===== config.mk =====
export PLATFORM = sky130hd
export DESIGN_NAME = sov_synth_ctrl
export DESIGN_NICKNAME = d
export VERILOG_FILES = /design/src/inc/sov_pkg.sv /design/src/hdl/sov_synth_ctrl.sv /design/src/hdl/sov_cal_engine.sv
export VERILOG_INCLUDE_DIRS = /design/src /design/src/inc
export SDC_FILE = /design/constraint.sdc
export NUM_CORES = 1
export LEC_CHECK = 0
export BUFFER_PORTS_ARGS = -buffer_cell sky130_fd_sc_hd__buf_2
export CORE_MARGIN = 5
export CORE_UTILIZATION = 55
export CTS_CLUSTER_SIZE = 30
export DETAILED_ROUTE_END_ITERATION = 6
export PLACE_DENSITY = 0.76
export SLEW_MARGIN = 10
export SYNTH_ARGS = -nofsm -noshare
export SYNTH_HDL_FRONTEND = slang
export SYNTH_SLANG_ARGS = --single-unit

===== constraint.sdc =====
create_clock -name i_core_clk -period 2.5 [get_ports i_core_clk]
set_clock_uncertainty 0.2 [all_clocks]
set_input_delay 0.25 -clock i_core_clk [delete_from_list [all_inputs] [get_ports i_core_clk]]
set_output_delay 0.25 -clock i_core_clk [all_outputs]
set_load 0.05 [all_outputs]

===== src/inc/sov_params.svh =====
// offsets, field positions, reset values and timing counts of the synth control block
`ifndef SOV_PARAMS_SVH
`define SOV_PARAMS_SVH

// register offsets
`define SOV_ADDR_PIN_OVERRIDE   8'h58
`define SOV_ADDR_OSC_TRIM       8'h59
`define SOV_ADDR_RESET_CTRL     8'h5C
`define SOV_ADDR_CAL_CTRL       8'h5D
`define SOV_ADDR_CAL_STATUS     8'h5E

// field positions of the pin override register
`define SOV_OVR_EN_BIT          7
`define SOV_OVR_SECOND_HI       5
`define SOV_OVR_SECOND_LO       4
`define SOV_OVR_FIRST_HI        3
`define SOV_OVR_FIRST_LO        2
`define SOV_OVR_SE_BIT          1
`define SOV_OVR_PLL_EN_BIT      0

// field positions of the calibration control register
`define SOV_CAL_STL_HI          6
`define SOV_CAL_STL_LO          4
`define SOV_CAL_EN_BIT          0

// reset values
`define SOV_RST_OVERRIDE        8'h00
`define SOV_RST_TRIM            7'h00
`define SOV_RST_RESET_BIT       1'h0
`define SOV_RST_CAL_STL         3'h4
`define SOV_RST_CAL_EN          1'h0
`define SOV_TRIM_MIDSCALE       7'h40

// settle time per calibration step, unit of the settle field
`define SOV_CLK_PERIOD_NS       40
`define SOV_SETTLE_UNIT_NS      400
`define SOV_SETTLE_UNIT_CYC     ((`SOV_SETTLE_UNIT_NS + `SOV_CLK_PERIOD_NS - 1) / `SOV_CLK_PERIOD_NS)

`endif


===== src/inc/sov_pkg.sv =====
// types of the synth override and reset control block
package sov_pkg;

   // calibration engine states, one-hot
   typedef enum logic [2:0] {
      SOV_CAL_IDLE   = 3'h1,
      SOV_CAL_SETTLE = 3'h2,
      SOV_CAL_DECIDE = 3'h4
   } sov_cal_state_type;

   // 2-bit divided-reference output function
   typedef enum logic [1:0] {
      SOV_REF_OFF  = 2'h0,
      SOV_REF_DIV1 = 2'h1,
      SOV_REF_DIV2 = 2'h2,
      SOV_REF_DIV4 = 2'h3
   } sov_refout_type;

   // calibration engine state
   typedef struct packed {
      sov_cal_state_type state;
      logic [6:0]        trim;
      logic [2:0]        bit_idx;
      logic [15:0]       count;
      logic              busy;
      logic              done;
   } sov_cal_type;

   // top state
   typedef struct packed {
      logic              ovr_en;
      sov_refout_type    ovr_second;
      sov_refout_type    ovr_first;
      logic              ovr_se;
      logic              ovr_pll_en;
      logic [6:0]        trim;
      logic              reset_bit;
      logic [2:0]        cal_stl;
      logic              cal_en;
      logic              cal_complete;
      logic              cal_start;
      logic              synth_enable;
      logic              se_select;
      sov_refout_type    first_sel;
      sov_refout_type    second_sel;
      logic [7:0]        rdata;
   } sov_top_type;

endpackage : sov_pkg


===== src/hdl/sov_synth_ctrl.sv =====
// synth pin override, oscillator trim and synth reset control
// Function
// - override bit 7 selects registers over pins
// - pin mode: pins drive enable, ref, outputs
// - bits 5:4 choose second output divide
// - override off: output fields ignored, pins rule
// - second output only when first runs
// - bits 3:2 choose first output divide
// - bit 1 selects single-ended reference input
// - bit 0 enables synthesizer under override
// - trim auto-filled by calibration, readable, writable
// - reset release starts calibration when enabled
// - completion flag set when done or skipped
`timescale 1ns/1ps
`include "sov_params.svh"

module sov_synth_ctrl #(
   parameter int SETTLE_UNIT_CYC = `SOV_SETTLE_UNIT_CYC
) (
   // clock and reset
   input  wire logic                    i_core_clk,
   input  wire logic                    i_reset,
   // register access port
   input  wire logic                    i_reg_wr,
   input  wire logic                    i_reg_rd,
   input  wire logic [7:0]              i_reg_addr,
   input  wire logic [7:0]              i_reg_wdata,
   output logic      [7:0]              o_reg_rdata,
   // configuration pins
   input  wire logic                    i_synth_enable_pin,
   input  wire logic                    i_single_ended_ref_pin,
   input  wire logic                    i_clock_config_pin_a,
   input  wire logic                    i_clock_config_pin_b,
   // frequency detector
   input  wire logic                    i_osc_fast,
   // synthesizer controls
   output logic                         o_synth_enable,
   output logic                         o_single_ended_ref_select,
   output sov_pkg::sov_refout_type      o_first_refout_select,
   output sov_pkg::sov_refout_type      o_second_refout_select,
   output logic      [6:0]              o_oscillator_trim_field,
   output logic                         o_synth_reset_bit,
   output logic                         o_osc_calibration_complete
);
   import sov_pkg::*;

   sov_top_type st;
   sov_top_type next_st;
   logic [6:0]  cal_trim;
   logic        cal_busy;
   logic        cal_done;

   function automatic logic hit(input logic [7:0] addr, input logic [7:0] reg_addr);
      hit = (addr == reg_addr);
   endfunction : hit

   sov_cal_engine #(
      .UNIT_CYC (SETTLE_UNIT_CYC)
   ) u_cal (
      .i_core_clk   (i_core_clk),
      .i_reset      (i_reset),
      .i_start      (st.cal_start),
      .i_abort      (st.reset_bit),
      .i_settle_sel (st.cal_stl),
      .i_osc_fast   (i_osc_fast),
      .o_trim       (cal_trim),
      .o_busy       (cal_busy),
      .o_done       (cal_done)
   );

   always_comb begin
      next_st           = st;
      next_st.cal_start = 1'b0;
      // register writes; reserved bits are not stored and read as zero
      if (i_reg_wr) begin
         if (hit(i_reg_addr, `SOV_ADDR_PIN_OVERRIDE)) begin
            next_st.ovr_en     = i_reg_wdata[`SOV_OVR_EN_BIT];
            next_st.ovr_second =
               sov_refout_type'(i_reg_wdata[`SOV_OVR_SECOND_HI:`SOV_OVR_SECOND_LO]);
            next_st.ovr_first  =
               sov_refout_type'(i_reg_wdata[`SOV_OVR_FIRST_HI:`SOV_OVR_FIRST_LO]);
            next_st.ovr_se     = i_reg_wdata[`SOV_OVR_SE_BIT];
            next_st.ovr_pll_en = i_reg_wdata[`SOV_OVR_PLL_EN_BIT];
         end
         // software trim write only outside a run, a run would overwrite it anyway
         if (hit(i_reg_addr, `SOV_ADDR_OSC_TRIM) && !cal_busy) begin
            next_st.trim = i_reg_wdata[6:0];
         end
         if (hit(i_reg_addr, `SOV_ADDR_RESET_CTRL)) begin
            next_st.reset_bit = i_reg_wdata[0];
            if (i_reg_wdata[0]) begin
               next_st.cal_complete = 1'b0;
            end else if (st.reset_bit) begin
               // release: run calibration, or report it skipped
               next_st.cal_start    = st.cal_en;
               next_st.cal_complete = !st.cal_en;
            end
         end
         if (hit(i_reg_addr, `SOV_ADDR_CAL_CTRL)) begin
            next_st.cal_stl = i_reg_wdata[`SOV_CAL_STL_HI:`SOV_CAL_STL_LO];
            next_st.cal_en  = i_reg_wdata[`SOV_CAL_EN_BIT];
         end
      end
      // engine owns the trim while it runs
      if (cal_busy) begin
         next_st.trim = cal_trim;
      end
      if (cal_done) begin
         next_st.trim         = cal_trim;
         next_st.cal_complete = 1'b1;
      end
      // control selection from the next register values, so a change acts at once
      if (next_st.ovr_en) begin
         next_st.synth_enable = next_st.ovr_pll_en;
         next_st.se_select    = next_st.ovr_se;
         next_st.first_sel    = next_st.ovr_first;
         next_st.second_sel   = next_st.ovr_second;
      end else begin
         next_st.synth_enable = i_synth_enable_pin;
         next_st.se_select    = i_single_ended_ref_pin;
         // pin code {b,a} picks the first divide; second runs div1 only at code 3
         next_st.first_sel    =
            sov_refout_type'({i_clock_config_pin_b, i_clock_config_pin_a});
         next_st.second_sel   = (i_clock_config_pin_b && i_clock_config_pin_a) ?
            SOV_REF_DIV1 : SOV_REF_OFF;
      end
      // second output never runs alone
      if (next_st.first_sel == SOV_REF_OFF) begin
         next_st.second_sel = SOV_REF_OFF;
      end
      // registered read data; unmapped offsets read zero
      if (i_reg_rd) begin
         unique case (i_reg_addr)
            `SOV_ADDR_PIN_OVERRIDE: next_st.rdata = {st.ovr_en, 1'b0, st.ovr_second,
                                                     st.ovr_first, st.ovr_se, st.ovr_pll_en};
            `SOV_ADDR_OSC_TRIM:     next_st.rdata = {1'b0, st.trim};
            `SOV_ADDR_RESET_CTRL:   next_st.rdata = {7'h00, st.reset_bit};
            `SOV_ADDR_CAL_CTRL:     next_st.rdata = {1'b0, st.cal_stl, 3'h0, st.cal_en};
            `SOV_ADDR_CAL_STATUS:   next_st.rdata = {7'h00, st.cal_complete};
            default:                next_st.rdata = 8'h00;
         endcase
      end
   end

   // state register
   always_ff @(posedge i_core_clk) begin
      if (i_reset) begin
         st            <= '0;
         st.trim       <= `SOV_RST_TRIM;
         st.reset_bit  <= `SOV_RST_RESET_BIT;
         st.cal_stl    <= `SOV_RST_CAL_STL;
         st.cal_en     <= `SOV_RST_CAL_EN;
      end else begin
         st <= next_st;
      end
   end

   assign o_reg_rdata                = st.rdata;
   assign o_synth_enable             = st.synth_enable;
   assign o_single_ended_ref_select  = st.se_select;
   assign o_first_refout_select      = st.first_sel;
   assign o_second_refout_select     = st.second_sel;
   assign o_oscillator_trim_field    = st.trim;
   assign o_synth_reset_bit          = st.reset_bit;
   assign o_osc_calibration_complete = st.cal_complete;

   AST_OVR_ENABLE: assert property (@(posedge i_core_clk) disable iff (i_reset)
      st.ovr_en |-> (o_synth_enable == st.ovr_pll_en && o_single_ended_ref_select == st.ovr_se))
      else $error("override enable or ref select not taken from register");
   AST_OVR_FIRST: assert property (@(posedge i_core_clk) disable iff (i_reset)
      st.ovr_en |-> o_first_refout_select == st.ovr_first)
      else $error("first output not taken from register");
   AST_OVR_SECOND: assert property (@(posedge i_core_clk) disable iff (i_reset)
      (st.ovr_en && st.ovr_first != SOV_REF_OFF) |-> o_second_refout_select == st.ovr_second)
      else $error("second output not taken from register");
   AST_PIN_MODE: assert property (@(posedge i_core_clk) disable iff (i_reset)
      (!next_st.ovr_en && !i_reg_wr) |=>
         (o_synth_enable == $past(i_synth_enable_pin) &&
          o_first_refout_select == sov_refout_type'({$past(i_clock_config_pin_b),
                                                     $past(i_clock_config_pin_a)})))
      else $error("pin mode outputs do not follow pins");
   AST_SECOND_NEEDS_FIRST: assert property (@(posedge i_core_clk) disable iff (i_reset)
      o_first_refout_select == SOV_REF_OFF |-> o_second_refout_select == SOV_REF_OFF)
      else $error("second output runs without the first");
   AST_RELEASE_STARTS_CAL: assert property (@(posedge i_core_clk) disable iff (i_reset)
      (i_reg_wr && i_reg_addr == 8'h5C && !i_reg_wdata[0] && st.reset_bit && st.cal_en)
         |-> ##2 cal_busy)
      else $error("reset release did not start calibration");
   AST_SKIP_COMPLETES: assert property (@(posedge i_core_clk) disable iff (i_reset)
      (i_reg_wr && i_reg_addr == 8'h5C && !i_reg_wdata[0] && st.reset_bit && !st.cal_en)
         |=> o_osc_calibration_complete)
      else $error("skipped calibration not reported complete");
   AST_TRIM_READBACK: assert property (@(posedge i_core_clk) disable iff (i_reset)
      cal_done |=> (o_oscillator_trim_field == $past(cal_trim) && o_osc_calibration_complete))
      else $error("calibrated trim not kept");
   AST_OVR_SWITCH: assert property (@(posedge i_core_clk) disable iff (i_reset)
      (i_reg_wr && i_reg_addr == 8'h58 && i_reg_wdata[7]) |=> o_synth_enable == $past(i_reg_wdata[0]))
      else $error("override write not applied next cycle");

endmodule : sov_synth_ctrl


===== src/hdl/sov_cal_engine.sv =====
// oscillator trim calibration engine, binary search on the trim code
`timescale 1ns/1ps
`include "sov_params.svh"

module sov_cal_engine #(
   parameter int UNIT_CYC = `SOV_SETTLE_UNIT_CYC
) (
   // clock and reset
   input  wire logic       i_core_clk,
   input  wire logic       i_reset,
   // control
   input  wire logic       i_start,
   input  wire logic       i_abort,
   input  wire logic [2:0] i_settle_sel,
   // oscillator faster than target, from the frequency detector
   input  wire logic       i_osc_fast,
   // results
   output logic [6:0]      o_trim,
   output logic            o_busy,
   output logic            o_done
);
   import sov_pkg::*;

   sov_cal_type st;
   sov_cal_type next_st;

   // settle wait per step grows with the settle field
   function automatic logic [15:0] settle_count(input logic [2:0] sel);
      settle_count = 16'(UNIT_CYC * (int'(sel) + 1));
   endfunction : settle_count

   // one step per trim bit, msb first; settle before each decision
   always_comb begin
      next_st      = st;
      next_st.done = 1'b0;
      unique case (st.state)
         SOV_CAL_IDLE: begin
            if (i_start && !i_abort) begin
               next_st.state   = SOV_CAL_SETTLE;
               next_st.trim    = `SOV_TRIM_MIDSCALE;
               next_st.bit_idx = 3'h6;
               next_st.count   = settle_count(i_settle_sel);
               next_st.busy    = 1'b1;
            end
         end
         SOV_CAL_SETTLE: begin
            if (st.count <= 16'h0001) begin
               next_st.state = SOV_CAL_DECIDE;
            end else begin
               next_st.count = st.count - 16'h0001;
            end
         end
         SOV_CAL_DECIDE: begin
            // too fast means this bit overshoots, so drop it
            if (i_osc_fast) begin
               next_st.trim[st.bit_idx] = 1'b0;
            end
            if (st.bit_idx == 3'h0) begin
               next_st.state = SOV_CAL_IDLE;
               next_st.busy  = 1'b0;
               next_st.done  = 1'b1;
            end else begin
               next_st.bit_idx               = st.bit_idx - 3'h1;
               next_st.trim[st.bit_idx - 3'h1] = 1'b1;
               next_st.count                 = settle_count(i_settle_sel);
               next_st.state                 = SOV_CAL_SETTLE;
            end
         end
      endcase
      // synth reset kills a run at once
      if (i_abort) begin
         next_st.state = SOV_CAL_IDLE;
         next_st.busy  = 1'b0;
         next_st.done  = 1'b0;
      end
   end

   // state register
   always_ff @(posedge i_core_clk) begin
      if (i_reset) begin
         st       <= '0;
         st.state <= SOV_CAL_IDLE;
      end else begin
         st <= next_st;
      end
   end

   assign o_trim = st.trim;
   assign o_busy = st.busy;
   assign o_done = st.done;

   AST_CAL_DONE_ENDS_RUN: assert property (@(posedge i_core_clk) disable iff (i_reset)
      o_done |-> !o_busy && $past(o_busy))
      else $error("calibration done without a run ending");
   AST_CAL_START_MIDSCALE: assert property (@(posedge i_core_clk) disable iff (i_reset)
      (st.state == SOV_CAL_IDLE && i_start && !i_abort) |=> (o_busy && o_trim == 7'h40))
      else $error("calibration did not start at midscale");

endmodule : sov_cal_engine


==> summary.txt <==
Drt
  – Via count of the routed design: around 3,400
  – WL/cell: between 15 and 20 um
  – Post-Route WL: 9090 um
  – Via density: about 6.0
  – First drt pass iteration count: 6
  – Drc violations: 0
  – Antenna viol nets, final: 0
  – Number of DRC markers in iteration 0: 205

Placement
  – IO buf count: 47
  – Routability Congestion: about 0.9
  – Cell Area, Placed: a little under 0.004 sq mm
  – DP Wirelength: roughly 6500 um
  – Placed cells: roughly 550

Synthesis
  – Synthesis-stage register bit count: 66
  – Yosys cell types: 62
  – Synth top area cells: dfxtp_1, a21oi_1, buf_4, nand2_1, nor2_1
  – Post-Syn Area: 0.00372 sq mm
  – Async set-reset flop share out of synthesis: 0
  – Post-synth EDFFs: 0
  – Xor/xnor share of the synthesized area: 0.0118
  – Yosys warnings: 0
  – Sequential area share after synthesis: 0.355
  – Number of standard cells after synthesis: roughly 450
  – Largest family of logic cells by synthesized area: simple AND/OR/NAND/NOR gates
  – Syn nets: a little under 500
  – Multiplexer share of the synthesized area: 0.0410
  – Post-synthesis simple-gate area fraction: 0.270
  – Synth Area in Adders: 0.0322
  – Synth area leader: dfxtp_1
  – Primary FF master, synth: dfxtp_1
  – Syn avg cell area: about 8.2 sq um
  – Synth top area share: 0.355
  – Compound-Gate Fraction of Synth Area: 0.207

Worst setup path
  – Most frequent cell on the critical path: ha_1
  – Max stage delay on crit path: roughly 400 ps
  – Setup crit start: st[17]
  – Crit Path Max Fanout: 4
  – CP Launch Type: register
  – Reg2reg start: st[17]
  – Critical Path Sink Type: register
  – Crit path max-delay family: adder cells
  – CP bufs+invs: 1
  – Reg2Reg Depth: 8
  – Crit path DAT: roughly 2400 ps
  – WP depth: 8
  – CP max stage cell: fa_1
  – R2R Setup Slk: a little under 200 ps
  – Worst Path Class, Setup: reg2reg
  – Worst setup path endpoint: u_cal.st[7]
  – Critical-path cell list: ha_1 > ha_1 > ha_1 > inv_1 > fa_1 > nor3_1 > o21bai_1 > a21oi_1
  – RR Endpoint: u_cal.st[7]
  – CP required: around 2600 ps

Timing
  – Worst-margin pin slew: between 600 and 700 ps
  – Setup TNS: 0 ps
  – Final setup viols: 0
  – Crit share post-route: 0.921
  – Final Hold Vio Count: 0
  – Period minus WS final: ~2300 ps
  – RSZ-0062 raised after global routing: no
  – Fmax: 434 MHz
  – Slew Limit Headroom: 0.549
  – Fin. max-slew vios: 0

Global routing
  – Initial antenna violation count: 0
  – Global-route wire length before repair: around 15,000 um
  – Pin count of the biggest net entering global routing: 37
  – GRT Resource Usage Total: 0.221
  – Vias in the first global route: 3,222
  – Total grt overflow: 0

Layout
  – Finished Layout Cells: approximately 570
  – P&R area growth vs syn: 12.3%
  – Proportion of layout cells with a drive suffix above 1: 0.206
  – Final core utilization: 0.626
  – Nets: between 500 and 600
  – Ant. Diodes: 0
  – # fillers: ~590
  – Finished Cell Area: between 0.004 and 0.005 sq mm

Floorplan
  – Num rows: 30
  – Initial Util: 0.557
  – I/O Pins: 48
  – Die W: between 90 and 100 um
  – Die area: ~0.0085 sq mm
  – Die span in y: roughly 92 um
  – Core area: around 0.0067 sq mm

Run
  – Number of max-cap violations: 0

Clock tree
  – Setup Buffers After CTS: 0
  – Clk pin slew, worst setup/hold paths: about 80 ps
  – TritonCTS Sinks: between 60 and 70
  – Clock tree buffer depth: 2
  – Post-CTS sizing: 0
  – Clock root cell: clkbuf_8
  – H-Tree Level Count: 3
  – CTS tree: done
  – Number of CTS-inserted buffers: 9
  – Worst-Skew Late Latency: ~350 ps

Worst hold path
  – Worst hold path type: in2reg

Status
  – Status: complete, no violations

Power
  – Peak VDD IR: about 330 uV
  – Power Density: slightly below 600 mW/mm^2
  – Leak: ~1.6 nW
[synth_stat cells, drive strengths merged (5+ instances only)]
| library cell | n |
|---|---|
| o21bai | 5 |
| dfxtp | 66 |
| ha | 8 |
| nor2 | 36 |
| nor2b | 11 |
| nor3 | 19 |
| nand3 | 12 |
| nand4 | 7 |
| mux2 | 8 |
| nand4b | 5 |
| a31oi | 6 |
| a211oi | 7 |
| inv | 10 |
| clkbuf | 15 |
| or3 | 14 |
| buf | 29 |
| a2111oi | 7 |
| nand2b | 17 |
| a21oi | 50 |
| nand2 | 40 |
| o21ai | 30 |
[report_power, final]
part / internal (W) / switching, W
Clock: 0.000467 / 0.000449
Combinational: 0.000184 / 0.000258
Sequential: 0.00109 / 0.0000468
[metrics by stage]
stage | power (W) | setup slack (ps) | hold slack (ps)
6_report | 0.00250 | 197 | 54.6
5_1_grt | 0.00263 | 68.9 | 49.1
4_1_cts | 0.00250 | 183 | 43.9
3_5_place_dp | 0.00158 | 204 | 256
3_3_place_gp | 0.00157 | 270 | 256
2_1_floorplan | 0.00149 | 254 | 168
[placed cells by master, fill, tap and decap left out, types with 11 or more instances in the layout]
master    instances
a21oi_1          47
nand3_1          12
nand2b_1         17
dfxtp_1          66
nor3_1           18
buf_4            11
nand2_1          40
buf_2            47
or3_1            14
o21ai_0          24
nor2b_1          11
nor2_1           36
[worst min-delay path, stage by stage]
cell	delay (ps)
buf_2	100
mux2i_1	120
a211oi_1	80
[sequential cells by signal (all words and copies together), names as in the netlist, 2 cells and up]
signal / count
u_cal.st: 22
st: 12
o_reg_rdata: 8
o_oscillator_trim_field: 7
u_cal.o_trim: 7
o_first_refout_select: 2
o_second_refout_select: 2
[per-layer routing]
metal	global-route usage	wire length, um
met1	0.310	4330
met5	0	0
met2	0.342	4120
met4	0.0705	136
met3	0.0447	505
[worst min path at each step]
stage                            from                        end  cells past startpoint
2_1_floorplan                 i_reset               u_cal.st[28]                      2
3_3_place_gp           o_reg_rdata[3]             o_reg_rdata[3]                      2
3_5_place_dp           o_reg_rdata[7]             o_reg_rdata[7]                      2
4_1_cts        i_single_ended_ref_pin  o_single_ended_ref_select                      3
5_1_grt        i_single_ended_ref_pin  o_single_ended_ref_select                      3
6_report       i_single_ended_ref_pin  o_single_ended_ref_select                      3
[kinds of logic after synthesis]
logic type               Yosys count
AND/OR/NAND/NOR                  184
XOR/XNOR                           5
AO/OA/AOI/OAI                    123
adder cells (fa/ha/maj)            9
buffers and inverters             54
multiplexers                      13
flip-flops                        66
[timing repair]
| item | in CTS | in global routing |
|---|---|---|
| hold buffers | 9 | 0 |
| hold endpoints to repair | 11 | 0 |
| setup endpoints to repair | 0 | 0 |
[cell type report]
cell class	instances	area [sq um]	share of cell area
clock buffer	9	124	0.0296
clock inverter	7	77.6	0.0185
inverter	10	37.5	0.00897
multi-input combinational	334	2090	0.501
sequential	66	1320	0.316
tap	80	100	0.0239
timing repair buffer	68	428	0.102
No activity file was read; power rests on OpenSTA's default activity.
